`src/thermal_overload_pkg.sv`:
```
// Purpose : Shared constants and types of the thermal overload output stage
// Assumes : Thermal capacity and thresholds in 0.1 % units, currents in 0.001 x In
// Notes   : Register offsets are byte addresses of 32-bit words
package thermal_overload_pkg;

  ////////////////////////////////////////////////////////////////////////////
  // Register map
  localparam logic [7:0] ADDR_CTRL       = 8'h00;
  localparam logic [7:0] ADDR_ALARM1_LVL = 8'h04;
  localparam logic [7:0] ADDR_ALARM2_LVL = 8'h08;
  localparam logic [7:0] ADDR_INHIB_LVL  = 8'h0c;
  localparam logic [7:0] ADDR_TRIP_LVL   = 8'h10;
  localparam logic [7:0] ADDR_TRIP_DLY   = 8'h14;
  localparam logic [7:0] ADDR_SERV_FACT  = 8'h18;
  localparam logic [7:0] ADDR_K_MAX_AMB  = 8'h1c;
  localparam logic [7:0] ADDR_K_MIN_AMB  = 8'h20;
  localparam logic [7:0] ADDR_NOM_CURR   = 8'h24;
  localparam logic [7:0] ADDR_STATUS     = 8'h28;
  localparam logic [7:0] ADDR_TRIP_CNT   = 8'h2c;

  ////////////////////////////////////////////////////////////////////////////
  // Control register fields
  localparam int CTRL_EN_ALARM1 = 0;
  localparam int CTRL_EN_ALARM2 = 1;
  localparam int CTRL_EN_INHIB  = 2;
  localparam int CTRL_EN_TRIP   = 3;
  localparam int CTRL_MODE_LSB  = 4;
  localparam int CTRL_ALLOW_LN  = 6;
  localparam int CTRL_WIDTH     = 7;
  localparam logic [6:0] CTRL_RESET = 7'h00;

  localparam logic [1:0] MODE_SEL_ON   = 2'h0;
  localparam logic [1:0] MODE_SEL_TEST = 2'h1;
  localparam logic [1:0] MODE_SEL_OFF  = 2'h2;

  ////////////////////////////////////////////////////////////////////////////
  // Reset values (0.1 % steps, delay in 5 ms program cycles, factors x100)
  localparam logic [15:0] ALARM1_LVL_RESET = 16'h0190;
  localparam logic [15:0] ALARM2_LVL_RESET = 16'h0190;
  localparam logic [15:0] INHIB_LVL_RESET  = 16'h0320;
  localparam logic [15:0] TRIP_LVL_RESET   = 16'h03e8;
  localparam logic [19:0] TRIP_DLY_RESET   = 20'h0_0000;
  localparam logic [19:0] TRIP_DLY_MAX     = 20'hA_FC80;
  localparam logic [15:0] FACTOR_ONE       = 16'h0064;
  localparam logic [15:0] FACTOR_MIN       = 16'h0001;
  localparam logic [15:0] FACTOR_MAX       = 16'h01f4;
  localparam logic [15:0] NOM_CURR_RESET   = 16'h03e8;
  localparam logic [15:0] NOM_CURR_ONE     = 16'h03e8;

  ////////////////////////////////////////////////////////////////////////////
  // Timing
  localparam int CLK_HZ        = 50_000_000;
  localparam int PROG_CYCLE_US = 5000;
  localparam int PROG_CYCLE_CLKS = (CLK_HZ / 1_000_000) * PROG_CYCLE_US;
  localparam int BLOCK_LEAD_MS = 5;

  ////////////////////////////////////////////////////////////////////////////
  // Status codes
  typedef enum logic [2:0] {COND_NORMAL, COND_ALARM1, COND_ALARM2, COND_INHIBIT,
                            COND_TRIP, COND_BLOCKED} cond_e;
  typedef enum logic [2:0] {NODE_ON, NODE_BLOCKED, NODE_TEST, NODE_TEST_BLOCKED,
                            NODE_OFF} node_mode_e;
  typedef enum logic [1:0] {LOAD_LIGHT, LOAD_NORMAL, LOAD_OVERLOAD,
                            LOAD_HIGH} load_e;

endpackage : thermal_overload_pkg

```
`src/thermal_overload_stage.sv`:
```
// Purpose : Output, blocking and status logic of the thermal overload stage
// Assumes : Capacity and current values are synchronous and settle between cycles
// Notes   : Program cycle is an internal enable pulse every CYCLE_CLKS clocks
//
// The placing of the registers and strobed register access were chosen for this implementation.
module thermal_overload_stage #(
  parameter int CYCLE_CLKS = thermal_overload_pkg::PROG_CYCLE_CLKS
) (
  input  wire logic                             clk_sys,
  input  wire logic                             reset,
  input  wire logic [7:0]                       reg_addr,
  input  wire logic [31:0]                      reg_wdata,
  input  wire logic                             reg_wr,
  input  wire logic                             reg_rd,
  output logic      [31:0]                      reg_rdata,
  input  wire logic [15:0]                      thermal_cap,
  input  wire logic [15:0]                      meas_current,
  input  wire logic [15:0]                      pickup_current,
  input  wire logic                             block_in,
  output logic                                  alarm1,
  output logic                                  alarm2,
  output logic                                  inhibit,
  output logic                                  trip,
  output logic                                  start,
  output logic                                  blocked,
  output thermal_overload_pkg::cond_e           condition,
  output thermal_overload_pkg::node_mode_e      node_mode,
  output logic                                  node_mode_visible,
  output thermal_overload_pkg::load_e           load_status,
  output logic                                  sf_fault,
  output logic                                  amb_fault,
  output logic                                  nom_fault,
  output logic                                  amb_k_fault,
  output logic      [15:0]                      used_service_factor,
  output logic      [15:0]                      used_amb_k,
  output logic      [15:0]                      used_nom_current,
  output logic                                  cycle_tick
);

  ////////////////////////////////////////////////////////////////////////////
  // Helpers

  function automatic logic level_hit(input logic en, input logic [15:0] cap,
                                     input logic [15:0] lvl);
    level_hit = en && (cap >= lvl);
  endfunction : level_hit

  function automatic logic factor_ok(input logic [15:0] f);
    factor_ok = (f >= thermal_overload_pkg::FACTOR_MIN) &&
                (f <= thermal_overload_pkg::FACTOR_MAX);
  endfunction : factor_ok

  ////////////////////////////////////////////////////////////////////////////
  // Settings registers

  logic [6:0]  ctrl;
  logic [15:0] alarm1_lvl;
  logic [15:0] alarm2_lvl;
  logic [15:0] inhib_lvl;
  logic [15:0] trip_lvl;
  logic [19:0] trip_dly;
  logic [15:0] serv_fact;
  logic [15:0] k_max_amb;
  logic [15:0] k_min_amb;
  logic [15:0] nom_curr;
  logic [19:0] trip_cnt;

  // Writes land at once; the next program cycle uses them with no restart
  always_ff @(posedge clk_sys or posedge reset)
  begin
    if (reset)
    begin
      ctrl       <= thermal_overload_pkg::CTRL_RESET;
      alarm1_lvl <= thermal_overload_pkg::ALARM1_LVL_RESET;
      alarm2_lvl <= thermal_overload_pkg::ALARM2_LVL_RESET;
      inhib_lvl  <= thermal_overload_pkg::INHIB_LVL_RESET;
      trip_lvl   <= thermal_overload_pkg::TRIP_LVL_RESET;
      trip_dly   <= thermal_overload_pkg::TRIP_DLY_RESET;
      serv_fact  <= thermal_overload_pkg::FACTOR_ONE;
      k_max_amb  <= thermal_overload_pkg::FACTOR_ONE;
      k_min_amb  <= thermal_overload_pkg::FACTOR_ONE;
      nom_curr   <= thermal_overload_pkg::NOM_CURR_RESET;
    end
    else if (reg_wr)
    begin
      unique case (reg_addr)
        thermal_overload_pkg::ADDR_CTRL:       ctrl       <= reg_wdata[6:0];
        thermal_overload_pkg::ADDR_ALARM1_LVL: alarm1_lvl <= reg_wdata[15:0];
        thermal_overload_pkg::ADDR_ALARM2_LVL: alarm2_lvl <= reg_wdata[15:0];
        thermal_overload_pkg::ADDR_INHIB_LVL:  inhib_lvl  <= reg_wdata[15:0];
        thermal_overload_pkg::ADDR_TRIP_LVL:   trip_lvl   <= reg_wdata[15:0];
        thermal_overload_pkg::ADDR_TRIP_DLY:
        begin
          // Clamp to the longest settable delay
          if (reg_wdata[19:0] > thermal_overload_pkg::TRIP_DLY_MAX)
            trip_dly <= thermal_overload_pkg::TRIP_DLY_MAX;
          else
            trip_dly <= reg_wdata[19:0];
        end
        thermal_overload_pkg::ADDR_SERV_FACT:  serv_fact  <= reg_wdata[15:0];
        thermal_overload_pkg::ADDR_K_MAX_AMB:  k_max_amb  <= reg_wdata[15:0];
        thermal_overload_pkg::ADDR_K_MIN_AMB:  k_min_amb  <= reg_wdata[15:0];
        thermal_overload_pkg::ADDR_NOM_CURR:   nom_curr   <= reg_wdata[15:0];
        default: ;
      endcase
    end
  end

  logic en_a1;
  logic en_a2;
  logic en_inh;
  logic en_trip;
  logic [1:0] mode_sel;
  logic stage_off;

  assign en_a1     = ctrl[thermal_overload_pkg::CTRL_EN_ALARM1];
  assign en_a2     = ctrl[thermal_overload_pkg::CTRL_EN_ALARM2];
  assign en_inh    = ctrl[thermal_overload_pkg::CTRL_EN_INHIB];
  assign en_trip   = ctrl[thermal_overload_pkg::CTRL_EN_TRIP];
  assign mode_sel  = ctrl[thermal_overload_pkg::CTRL_MODE_LSB +: 2];
  assign stage_off = (mode_sel == thermal_overload_pkg::MODE_SEL_OFF);

  ////////////////////////////////////////////////////////////////////////////
  // Program cycle divider

  logic [$clog2(CYCLE_CLKS)-1:0] div_cnt;

  always_ff @(posedge clk_sys or posedge reset)
  begin
    if (reset)
    begin
      div_cnt    <= '0;
      cycle_tick <= 1'b0;
    end
    else if (div_cnt == ($clog2(CYCLE_CLKS))'(CYCLE_CLKS - 1))
    begin
      div_cnt    <= '0;
      cycle_tick <= 1'b1;
    end
    else
    begin
      div_cnt    <= div_cnt + 1'b1;
      cycle_tick <= 1'b0;
    end
  end

  ////////////////////////////////////////////////////////////////////////////
  // Blocking sample and pick-up evaluation

  logic blk_q;

  always_ff @(posedge clk_sys or posedge reset)
  begin
    if (reset)
      blk_q <= 1'b0;
    else if (cycle_tick)
      blk_q <= block_in;
  end

  // Evaluation runs in the cycle after the sample, so it always sees this cycle's block
  logic eval;
  always_ff @(posedge clk_sys or posedge reset)
  begin
    if (reset)
      eval <= 1'b0;
    else
      eval <= cycle_tick;
  end

  logic hit_a1;
  logic hit_a2;
  logic hit_inh;
  logic hit_trip;
  logic pick;
  logic go;

  assign hit_a1   = level_hit(en_a1, thermal_cap, alarm1_lvl);
  assign hit_a2   = level_hit(en_a2, thermal_cap, alarm2_lvl);
  assign hit_inh  = level_hit(en_inh, thermal_cap, inhib_lvl);
  assign hit_trip = level_hit(en_trip, thermal_cap, trip_lvl);
  assign pick     = !stage_off && (hit_a1 || hit_a2 || hit_inh || hit_trip);
  assign go       = pick && !blk_q;

  always_ff @(posedge clk_sys or posedge reset)
  begin
    if (reset)
    begin
      start   <= 1'b0;
      blocked <= 1'b0;
    end
    else if (eval)
    begin
      start   <= go;
      blocked <= pick && blk_q;
    end
  end

  // Delay restarts whenever the trip pick-up drops or blocking releases it
  always_ff @(posedge clk_sys or posedge reset)
  begin
    if (reset)
      trip_cnt <= '0;
    else if (eval)
    begin
      if (!(go && hit_trip))
        trip_cnt <= '0;
      else if (trip_cnt < trip_dly)
        trip_cnt <= trip_cnt + 1'b1;
    end
  end

  // Disabling an output drops it at once, not at the next program cycle
  always_ff @(posedge clk_sys or posedge reset)
  begin
    if (reset)
    begin
      alarm1  <= 1'b0;
      alarm2  <= 1'b0;
      inhibit <= 1'b0;
      trip    <= 1'b0;
    end
    else
    begin
      if (!en_a1)
        alarm1 <= 1'b0;
      else if (eval)
        alarm1 <= go && hit_a1;
      if (!en_a2)
        alarm2 <= 1'b0;
      else if (eval)
        alarm2 <= go && hit_a2;
      if (!en_inh)
        inhibit <= 1'b0;
      else if (eval)
        inhibit <= go && hit_inh;
      if (!en_trip)
        trip <= 1'b0;
      else if (eval)
        trip <= go && hit_trip && (trip_cnt >= trip_dly);
    end
  end

  ////////////////////////////////////////////////////////////////////////////
  // Status reporting

  thermal_overload_pkg::cond_e      next_condition;
  thermal_overload_pkg::node_mode_e next_node_mode;
  thermal_overload_pkg::load_e      next_load;
  logic [31:0] curr_x100;
  logic [16:0] nom_x2;

  always_comb
  begin
    // Condition names the most severe active output
    if (trip)
      next_condition = thermal_overload_pkg::COND_TRIP;
    else if (inhibit)
      next_condition = thermal_overload_pkg::COND_INHIBIT;
    else if (alarm2)
      next_condition = thermal_overload_pkg::COND_ALARM2;
    else if (alarm1)
      next_condition = thermal_overload_pkg::COND_ALARM1;
    else if (blocked)
      next_condition = thermal_overload_pkg::COND_BLOCKED;
    else
      next_condition = thermal_overload_pkg::COND_NORMAL;
  end

  always_comb
  begin
    unique case (mode_sel)
      thermal_overload_pkg::MODE_SEL_ON:
        next_node_mode = blk_q ? thermal_overload_pkg::NODE_BLOCKED
                               : thermal_overload_pkg::NODE_ON;
      thermal_overload_pkg::MODE_SEL_TEST:
        next_node_mode = blk_q ? thermal_overload_pkg::NODE_TEST_BLOCKED
                               : thermal_overload_pkg::NODE_TEST;
      default:
        next_node_mode = thermal_overload_pkg::NODE_OFF;
    endcase
  end

  assign curr_x100 = 32'(meas_current) * 32'd100;
  assign nom_x2    = {used_nom_current, 1'b0};

  always_comb
  begin
    if (curr_x100 < 32'(used_nom_current))
      next_load = thermal_overload_pkg::LOAD_LIGHT;
    else if (17'(meas_current) > nom_x2)
      next_load = thermal_overload_pkg::LOAD_HIGH;
    else if (meas_current > pickup_current)
      next_load = thermal_overload_pkg::LOAD_OVERLOAD;
    else
      next_load = thermal_overload_pkg::LOAD_NORMAL;
  end

  always_ff @(posedge clk_sys or posedge reset)
  begin
    if (reset)
    begin
      condition         <= thermal_overload_pkg::COND_NORMAL;
      node_mode         <= thermal_overload_pkg::NODE_ON;
      node_mode_visible <= 1'b0;
      load_status       <= thermal_overload_pkg::LOAD_LIGHT;
    end
    else
    begin
      condition         <= next_condition;
      node_mode         <= next_node_mode;
      node_mode_visible <= ctrl[thermal_overload_pkg::CTRL_ALLOW_LN];
      load_status       <= next_load;
    end
  end

  // Fault flags follow the settings and clear as soon as the setting is fixed
  always_ff @(posedge clk_sys or posedge reset)
  begin
    if (reset)
    begin
      sf_fault            <= 1'b0;
      amb_fault           <= 1'b0;
      nom_fault           <= 1'b0;
      amb_k_fault         <= 1'b0;
      used_service_factor <= thermal_overload_pkg::FACTOR_ONE;
      used_amb_k          <= thermal_overload_pkg::FACTOR_ONE;
      used_nom_current    <= thermal_overload_pkg::NOM_CURR_ONE;
    end
    else
    begin
      sf_fault            <= !factor_ok(serv_fact);
      used_service_factor <= factor_ok(serv_fact) ? serv_fact
                                                  : thermal_overload_pkg::FACTOR_ONE;
      amb_fault           <= !(factor_ok(k_max_amb) && factor_ok(k_min_amb));
      used_amb_k          <= (factor_ok(k_max_amb) && factor_ok(k_min_amb)) ? k_max_amb
                                                  : thermal_overload_pkg::FACTOR_ONE;
      nom_fault           <= (nom_curr == 16'h0000);
      used_nom_current    <= (nom_curr == 16'h0000) ? thermal_overload_pkg::NOM_CURR_ONE
                                                    : nom_curr;
      amb_k_fault         <= (k_min_amb < k_max_amb);
    end
  end

  ////////////////////////////////////////////////////////////////////////////
  // Register read port

  always_ff @(posedge clk_sys or posedge reset)
  begin
    if (reset)
      reg_rdata <= 32'h0000_0000;
    else if (reg_rd)
    begin
      unique case (reg_addr)
        thermal_overload_pkg::ADDR_CTRL:       reg_rdata <= {25'h0, ctrl};
        thermal_overload_pkg::ADDR_ALARM1_LVL: reg_rdata <= {16'h0, alarm1_lvl};
        thermal_overload_pkg::ADDR_ALARM2_LVL: reg_rdata <= {16'h0, alarm2_lvl};
        thermal_overload_pkg::ADDR_INHIB_LVL:  reg_rdata <= {16'h0, inhib_lvl};
        thermal_overload_pkg::ADDR_TRIP_LVL:   reg_rdata <= {16'h0, trip_lvl};
        thermal_overload_pkg::ADDR_TRIP_DLY:   reg_rdata <= {12'h0, trip_dly};
        thermal_overload_pkg::ADDR_SERV_FACT:  reg_rdata <= {16'h0, serv_fact};
        thermal_overload_pkg::ADDR_K_MAX_AMB:  reg_rdata <= {16'h0, k_max_amb};
        thermal_overload_pkg::ADDR_K_MIN_AMB:  reg_rdata <= {16'h0, k_min_amb};
        thermal_overload_pkg::ADDR_NOM_CURR:   reg_rdata <= {16'h0, nom_curr};
        thermal_overload_pkg::ADDR_STATUS:
          reg_rdata <= {13'h0, amb_k_fault, nom_fault, amb_fault, sf_fault,
                        load_status, node_mode_visible,
                        node_mode_visible ? node_mode : thermal_overload_pkg::NODE_ON,
                        condition, blocked, start, trip, inhibit, alarm2, alarm1};
        thermal_overload_pkg::ADDR_TRIP_CNT:   reg_rdata <= {12'h0, trip_cnt};
        default:                               reg_rdata <= 32'h0000_0000;
      endcase
    end
    else
      reg_rdata <= 32'h0000_0000;
  end

  ////////////////////////////////////////////////////////////////////////////
  // Assertions

  a_alarm1_sets: assert property (@(posedge clk_sys) disable iff (reset)
    eval && go && hit_a1 |=> alarm1)
    else $error("alarm 1 missed its threshold");
  a_alarm2_sets: assert property (@(posedge clk_sys) disable iff (reset)
    eval && go && hit_a2 |=> alarm2)
    else $error("alarm 2 missed its threshold");
  a_inhibit_level: assert property (@(posedge clk_sys) disable iff (reset)
    $rose(inhibit) |-> $past(thermal_cap) >= $past(inhib_lvl))
    else $error("inhibit rose below its threshold");
  a_disabled_quiet: assert property (@(posedge clk_sys) disable iff (reset)
    (alarm1 |-> $past(en_a1)) and (trip |-> $past(en_trip)))
    else $error("disabled output asserted");
  a_trip_delay: assert property (@(posedge clk_sys) disable iff (reset)
    $rose(trip) |-> $past(trip_cnt) >= $past(trip_dly))
    else $error("trip came before its delay");
  a_block_sample: assert property (@(posedge clk_sys) disable iff (reset)
    cycle_tick |=> blk_q == $past(block_in))
    else $error("blocking not sampled at cycle start");
  a_blocked_pick: assert property (@(posedge clk_sys) disable iff (reset)
    eval && pick && blk_q |=> blocked && !start && !alarm1 && !trip)
    else $error("blocked pick-up was processed");
  a_block_release: assert property (@(posedge clk_sys) disable iff (reset)
    start && eval && blk_q |=> !start ##0 trip_cnt == 20'h0_0000)
    else $error("start survived blocking");
  a_normal_idle: assert property (@(posedge clk_sys) disable iff (reset)
    condition == thermal_overload_pkg::COND_NORMAL |->
      !$past(alarm1) && !$past(alarm2) && !$past(inhibit) && !$past(trip))
    else $error("normal code with an output active");
  a_light_load: assert property (@(posedge clk_sys) disable iff (reset)
    curr_x100 < 32'(used_nom_current) |=> load_status == thermal_overload_pkg::LOAD_LIGHT)
    else $error("light load not reported");
  a_sf_fallback: assert property (@(posedge clk_sys) disable iff (reset)
    !factor_ok(serv_fact) |=> sf_fault && used_service_factor == 16'h0064)
    else $error("service factor fault not handled");

  c_trip_delayed: cover property (@(posedge clk_sys) disable iff (reset)
    $rose(trip) && trip_dly != 20'h0_0000);
  c_blocked: cover property (@(posedge clk_sys) disable iff (reset) $rose(blocked));
  c_release: cover property (@(posedge clk_sys) disable iff (reset) start ##1 !start);
  c_all_out: cover property (@(posedge clk_sys) disable iff (reset)
    alarm1 && alarm2 && inhibit && trip);

endmodule : thermal_overload_stage

```
`config.mk`:
```
export PLATFORM = sky130hd
export DESIGN_NAME = thermal_overload_stage
export DESIGN_NICKNAME = d
export VERILOG_FILES = /design/src/thermal_overload_pkg.sv /design/src/thermal_overload_stage.sv
export SDC_FILE = /design/constraint.sdc
export NUM_CORES = 1
export LEC_CHECK = 0
export ABC_AREA = 1
export BUFFER_PORTS_ARGS = -buffer_cell sky130_fd_sc_hd__clkbuf_2
export CELL_PAD_IN_SITES_DETAIL_PLACEMENT = 0
export CELL_PAD_IN_SITES_GLOBAL_PLACEMENT = 1
export CORE_MARGIN = 2
export CORE_UTILIZATION = 30
export CTS_BUF_LIST = sky130_fd_sc_hd__clkbuf_4
export CTS_CLUSTER_SIZE = 28
export DETAILED_ROUTE_END_ITERATION = 10
export HOLD_SLACK_MARGIN = 0.02
export PLACE_DENSITY = 0.66
export RECOVER_POWER = 100
export SLEW_MARGIN = 20
export SYNTH_ARGS = -nofsm -noshare
export SYNTH_HDL_FRONTEND = slang
export SYNTH_SLANG_ARGS = --single-unit
```
`constraint.sdc`:
```
create_clock -name clk_sys -period 10 [get_ports clk_sys]
set_input_delay 1.5 -clock clk_sys [delete_from_list [all_inputs] [get_ports clk_sys]]
set_output_delay 1.5 -clock clk_sys [all_outputs]
set_load 0.03 [all_outputs]
```
; ---- After elaboration in Yosys (flattened, before gate mapping)
; Index checks and enable logic that the tools add are counted.
[totals]
output_inout_bits = 100
ff_bits = 295
input_bits = 93
[classes]
n_reduce_logical = 37
n_mul = 1
eq_ne = 19
order_cmp = 17
mux = 30
n_addsub = 2
[op_table]
columns = op, n
row1 = $pmux 20 s12, 1
row2 = $ge 16x16->1, 4
row3 = $mux 20, 3
row4 = $ge 16x1->1 const B, 3
row5 = $le 16x9->1 const B, 3
row6 = $mux 16, 3
row7 = $eq 8x5->1 const B, 4
row8 = $eq 8x6->1 const B, 4
row9 = $mux 32, 1
row10 = $lt 23x16->1, 1
row11 = $reduce_and 2->1, 11
row12 = $mul 16x5->21 const B, 1
row13 = $add 20x1->20 const B, 1
row14 = $ge 20x20->1, 1
row15 = $gt 20x20->1 const B, 1
row16 = $lt 20x20->1, 1
row17 = $add 18x1->18 const B, 1
row18 = $eq 18x18->1 const B, 1
row19 = $mux 18, 1
row20 = $mux 3, 6
row21 = $gt 16x17->1, 1
row22 = $eq 8x4->1 const B, 2
row23 = $gt 16x16->1, 1
row24 = $logic_and 1x1->1, 16
row25 = 13 further kinds, 34

; ---- Depth between registers and ports, before layout
[depth]
ltp_word = 11
mapped_depth = 22
depth_no_buf = 22

; ---- Worst setup path before layout
; No wires, ideal clock.
[synth_path]
kind = input -> register
start = input port meas_current[5]
end = register load_status[0]
t_arrival_ns = 4.470
setup_slack_ns = 5.411
path_buffers = 0
cell_stages = 22
path_cell_list = ha_1 > ha_1 > inv_1 > fa_1 > inv_1 > ha_1 > a21oi_1 > nor2_1 > nor2_1 > nand2_1 > xor2_1 > ha_1 > nand2_1 > inv_1 > nand3_1 > inv_1 > a21oi_1 > nand2_1 > nand4_1 > nand3_1 > nor2_1 > nor2_1
[synth_via]
elab_chain_cells = 4
word_cells_on_any_way = 7
classes_between = mul: 1 / order compare: 3 / mux: 3
[synth_lines]
columns = item, line_no
row1 = "start, declared", thermal_overload_stage.sv:17  ; input wire logic [15:0] meas_current,
row2 = "parallel branches: the longest is 3 deep, another holds $lt 23x16->1", --
row3 = $mux 2 (*), thermal_overload_stage.sv:288  ; if (curr_x100 < 32'(used_nom_current))
row4 = via next_load[0], thermal_overload_stage.sv:248  ; thermal_overload_pkg::load_e next_load;
row5 = "end signal, assigned", thermal_overload_stage.sv:305  ; load_status <= thermal_overload_pkg::LOAD_LIGHT;
row6 = "end signal, assigned", thermal_overload_stage.sv:312  ; load_status <= next_load;
row7 = "end, declared", thermal_overload_stage.sv:29  ; output thermal_overload_pkg::load_e load_status,
; Mark *: on every way through the listed nets, which the timed path passes.
; A chain may end at the register's enable or synchronous reset.

==> impl_metrics.yaml <==
critical_path:
  worst_path_max_delay_cell: "clkinvlp_2"
  critPathArrivalTime_ps: 4790
  start_kind: "primary input"
  cp-end-kind: "asynchronous set/reset pin"
  crit_path_max_incr_delay_ps: 3120
  critPathLaunch: "reset"
  critPathMaxFanout: 124
  path_cells: "clkbuf_2 -> clkinvlp_2"
  path_class: "primary input to asynchronous set/reset pin"
  critPathTopFamily: "buffers and inverters"
  crit-reg2reg-launch: "trip_lvl[9]"
  crit_buf_inv: 2
  worstPathRequired_ps: 9810
timing:
  final.setup_skew_ps: 82.8
  setup_viol: 0
  final.setup.tns_ps: 0
  finalCriticalPeriod_ps: 4980
  period_share_pct: 49.8
  drv_slew: 176
  hold_viol: 0
  worst-slew-pin-transition_ps: 5630
  max_freq_mhz: 201
  whs_ps: 435
  slew_headroom_pct: -278
  rsz0062_at_grt: "false"
clock_network:
  cts_resized: 0
  cts_root_buf: "clkbuf_4"
  clk_latency_ps: 810
  clk_pin_slew_ps: 60
  cts_tree: "done"
  cts_buffers: 78
  cts_setup_buffers: 0
  cts_hold_buffers: 0
  cts.sinks: 283
  htree_num_levels: 3
  cts_max_path_buffers: 3
cells_and_area:
  final_util_pct: 34.6
  fin_nets: 2624
  layout_common_cells: "nand2_1 (427), inv_1 (358), dfrtp_1 (241)"
  syn_to_final_growth_pct: 13.9
  final_common_cell: "nand2_1"
  fill_cells: 6195
  final_cell_area_sq_um: 19900
  drive_gt1_share_pct: 11.3
synthesis:
  ys_seq_area_share_pct: 40.7
  synthCells: 2118
  synthArstFlopShare_pct: 100
  synth-edff-count: 0
  yosys_register_bits: 283
  dominantRegCellSynth: "dfrtp_1"
  avgSynthCellArea_sq_um: 8.27
  yosysWarnings: 0
  synth_cell_types: 51
  syn_area_sq_um: 17500
route:
  drtIter0Drc: 1233
  wl_um: 60200
  ant_nets: 0
  routedWlPerCell_um: 19.1
  num_vias: 15461
  dr.pass1.iters: 6
  drcViolationCount: 0
  via_per_inst: 4.91
global_route:
  grt_first_pass_wirelength_um: 91500
  grt_pass1_vias: 15242
  grt_usage_pct: 20.0
  antenna_found_initial: 1
  grt_max_degree: 161
  grt_overflow: 0
outcome:
  status: "finished with violations"
  failed_checks: "capacitance limit, slew limit"
worst_hold_path:
  hold_path_class: "flip-flop to flip-flop"
  hold_path_startpoint: "cycle_tick"
job:
  max_cap_violations: 4
floorplan:
  num_rows: 88
  die_h_um: 246
  initial_utilization_pct: 30.4
  io_pins: 193
  coreArea_sq_um: 57700
  dieArea_sq_um: 60300
  dieWidth_um: 246
power_and_ir_drop:
  powerDensity_nw_per_um2: 154
  ir_worst_vdd_mv: 0.102
  power.leakage_nw: 9.84
  power_mw: 3.08
place:
  hpwl_um: 46200
  io_buffers: 168
  dpl_cell_area_sq_um: 19100
  gp_congestion: 0.901
-- logic make-up after synthesis --
logic type / Yosys count / share of synthesized area, %
AND/OR/NAND/NOR: 753 / 18.9
AO/OA/AOI/OAI: 401 / 13.2
other: 1 / 0.0214
XOR/XNOR: 36 / 1.80
buffers and inverters: 435 / 9.85
adder cells (fa/ha/maj): 209 / 15.4
flip-flops: 283 / 40.7
-- layer usage --
| layer | part of all wire, % | global-route usage [%] | vias up |
|---|---|---|---|
| met4 | 2.9 | 7.22 | 0 |
| met2 | 47 | 33.2 | 534 |
| met3 | 6.8 | 3.74 | 113 |
| li1 | - | - | 7464 |
| met1 | 43 | 26.0 | 7350 |
| met5 | 0 | 0 | - |
-- synth_stat cells, types with 11 or more instances --
library cell,count,area [sq um]
dfstp_2,42,1100
clkbuf_1,33,124
ha_1,198,2480
buf_4,17,128
inv_1,355,1330
nor4_1,24,150
dfrtp_1,241,6030
nand3_1,86,430
xor2_1,31,272
nor3_1,28,140
o22ai_1,34,213
o21ai_0,183,916
a21oi_1,99,495
buf_2,22,110
fa_1,11,220
a221oi_1,32,280
nor2_1,107,402
nand2_1,421,1580
nand4_1,53,332
-- registers in the layout, summed over array words and instances (netlist names), 18 cells and up --
| signal | flops |
|---|---|
| reg_rdata | 20 |
| trip_cnt | 20 |
| trip_dly | 20 |
| div_cnt | 18 |
-- report_power, final --
| group | total [mW] | internal [mW] | switching (mW) |
|---|---|---|---|
| logic | 0.662 | 0.220 | 0.442 |
| clock network | 1.14 | 0.623 | 0.521 |
| registers | 1.27 | 1.22 | 0.0537 |
-- final timing paths --
check | slack (ps) | endpoint | cells after the start
max in group clk_sys | 5140 | k_min_amb[3] | 8
max | 5020 | reg_rdata[8] | 2
min in group asynchronous | 2450 | used_amb_k[15] | 2
max reg2reg | 6530 | trip_cnt[19] | 12
min reg2reg | 440 | eval | 0
min | 440 | eval | 0
-- stage by stage --
stage	cells	setup slack, ps
floorplan	2143	762
global placement	3007	4710
detailed placement	3007	4660
CTS	3148	5490
global route	3149	4030
finish	3150	5020
-- final cells by class --
| cell class | instances | area (sq um) | area share [%] |
|---|---|---|---|
| multi-input cells | 1425 | 8660 | 43.4 |
| inverters | 362 | 1360 | 6.82 |
| clock buffers | 120 | 901 | 4.52 |
| well taps | 765 | 957 | 4.80 |
| repair buffers | 172 | 767 | 3.85 |
| diodes | 2 | 5.00 | 0.0251 |
| clock inverters | 21 | 165 | 0.828 |
| flip-flops and latches | 283 | 7130 | 35.8 |
Power figures use the tool's default switching activity.
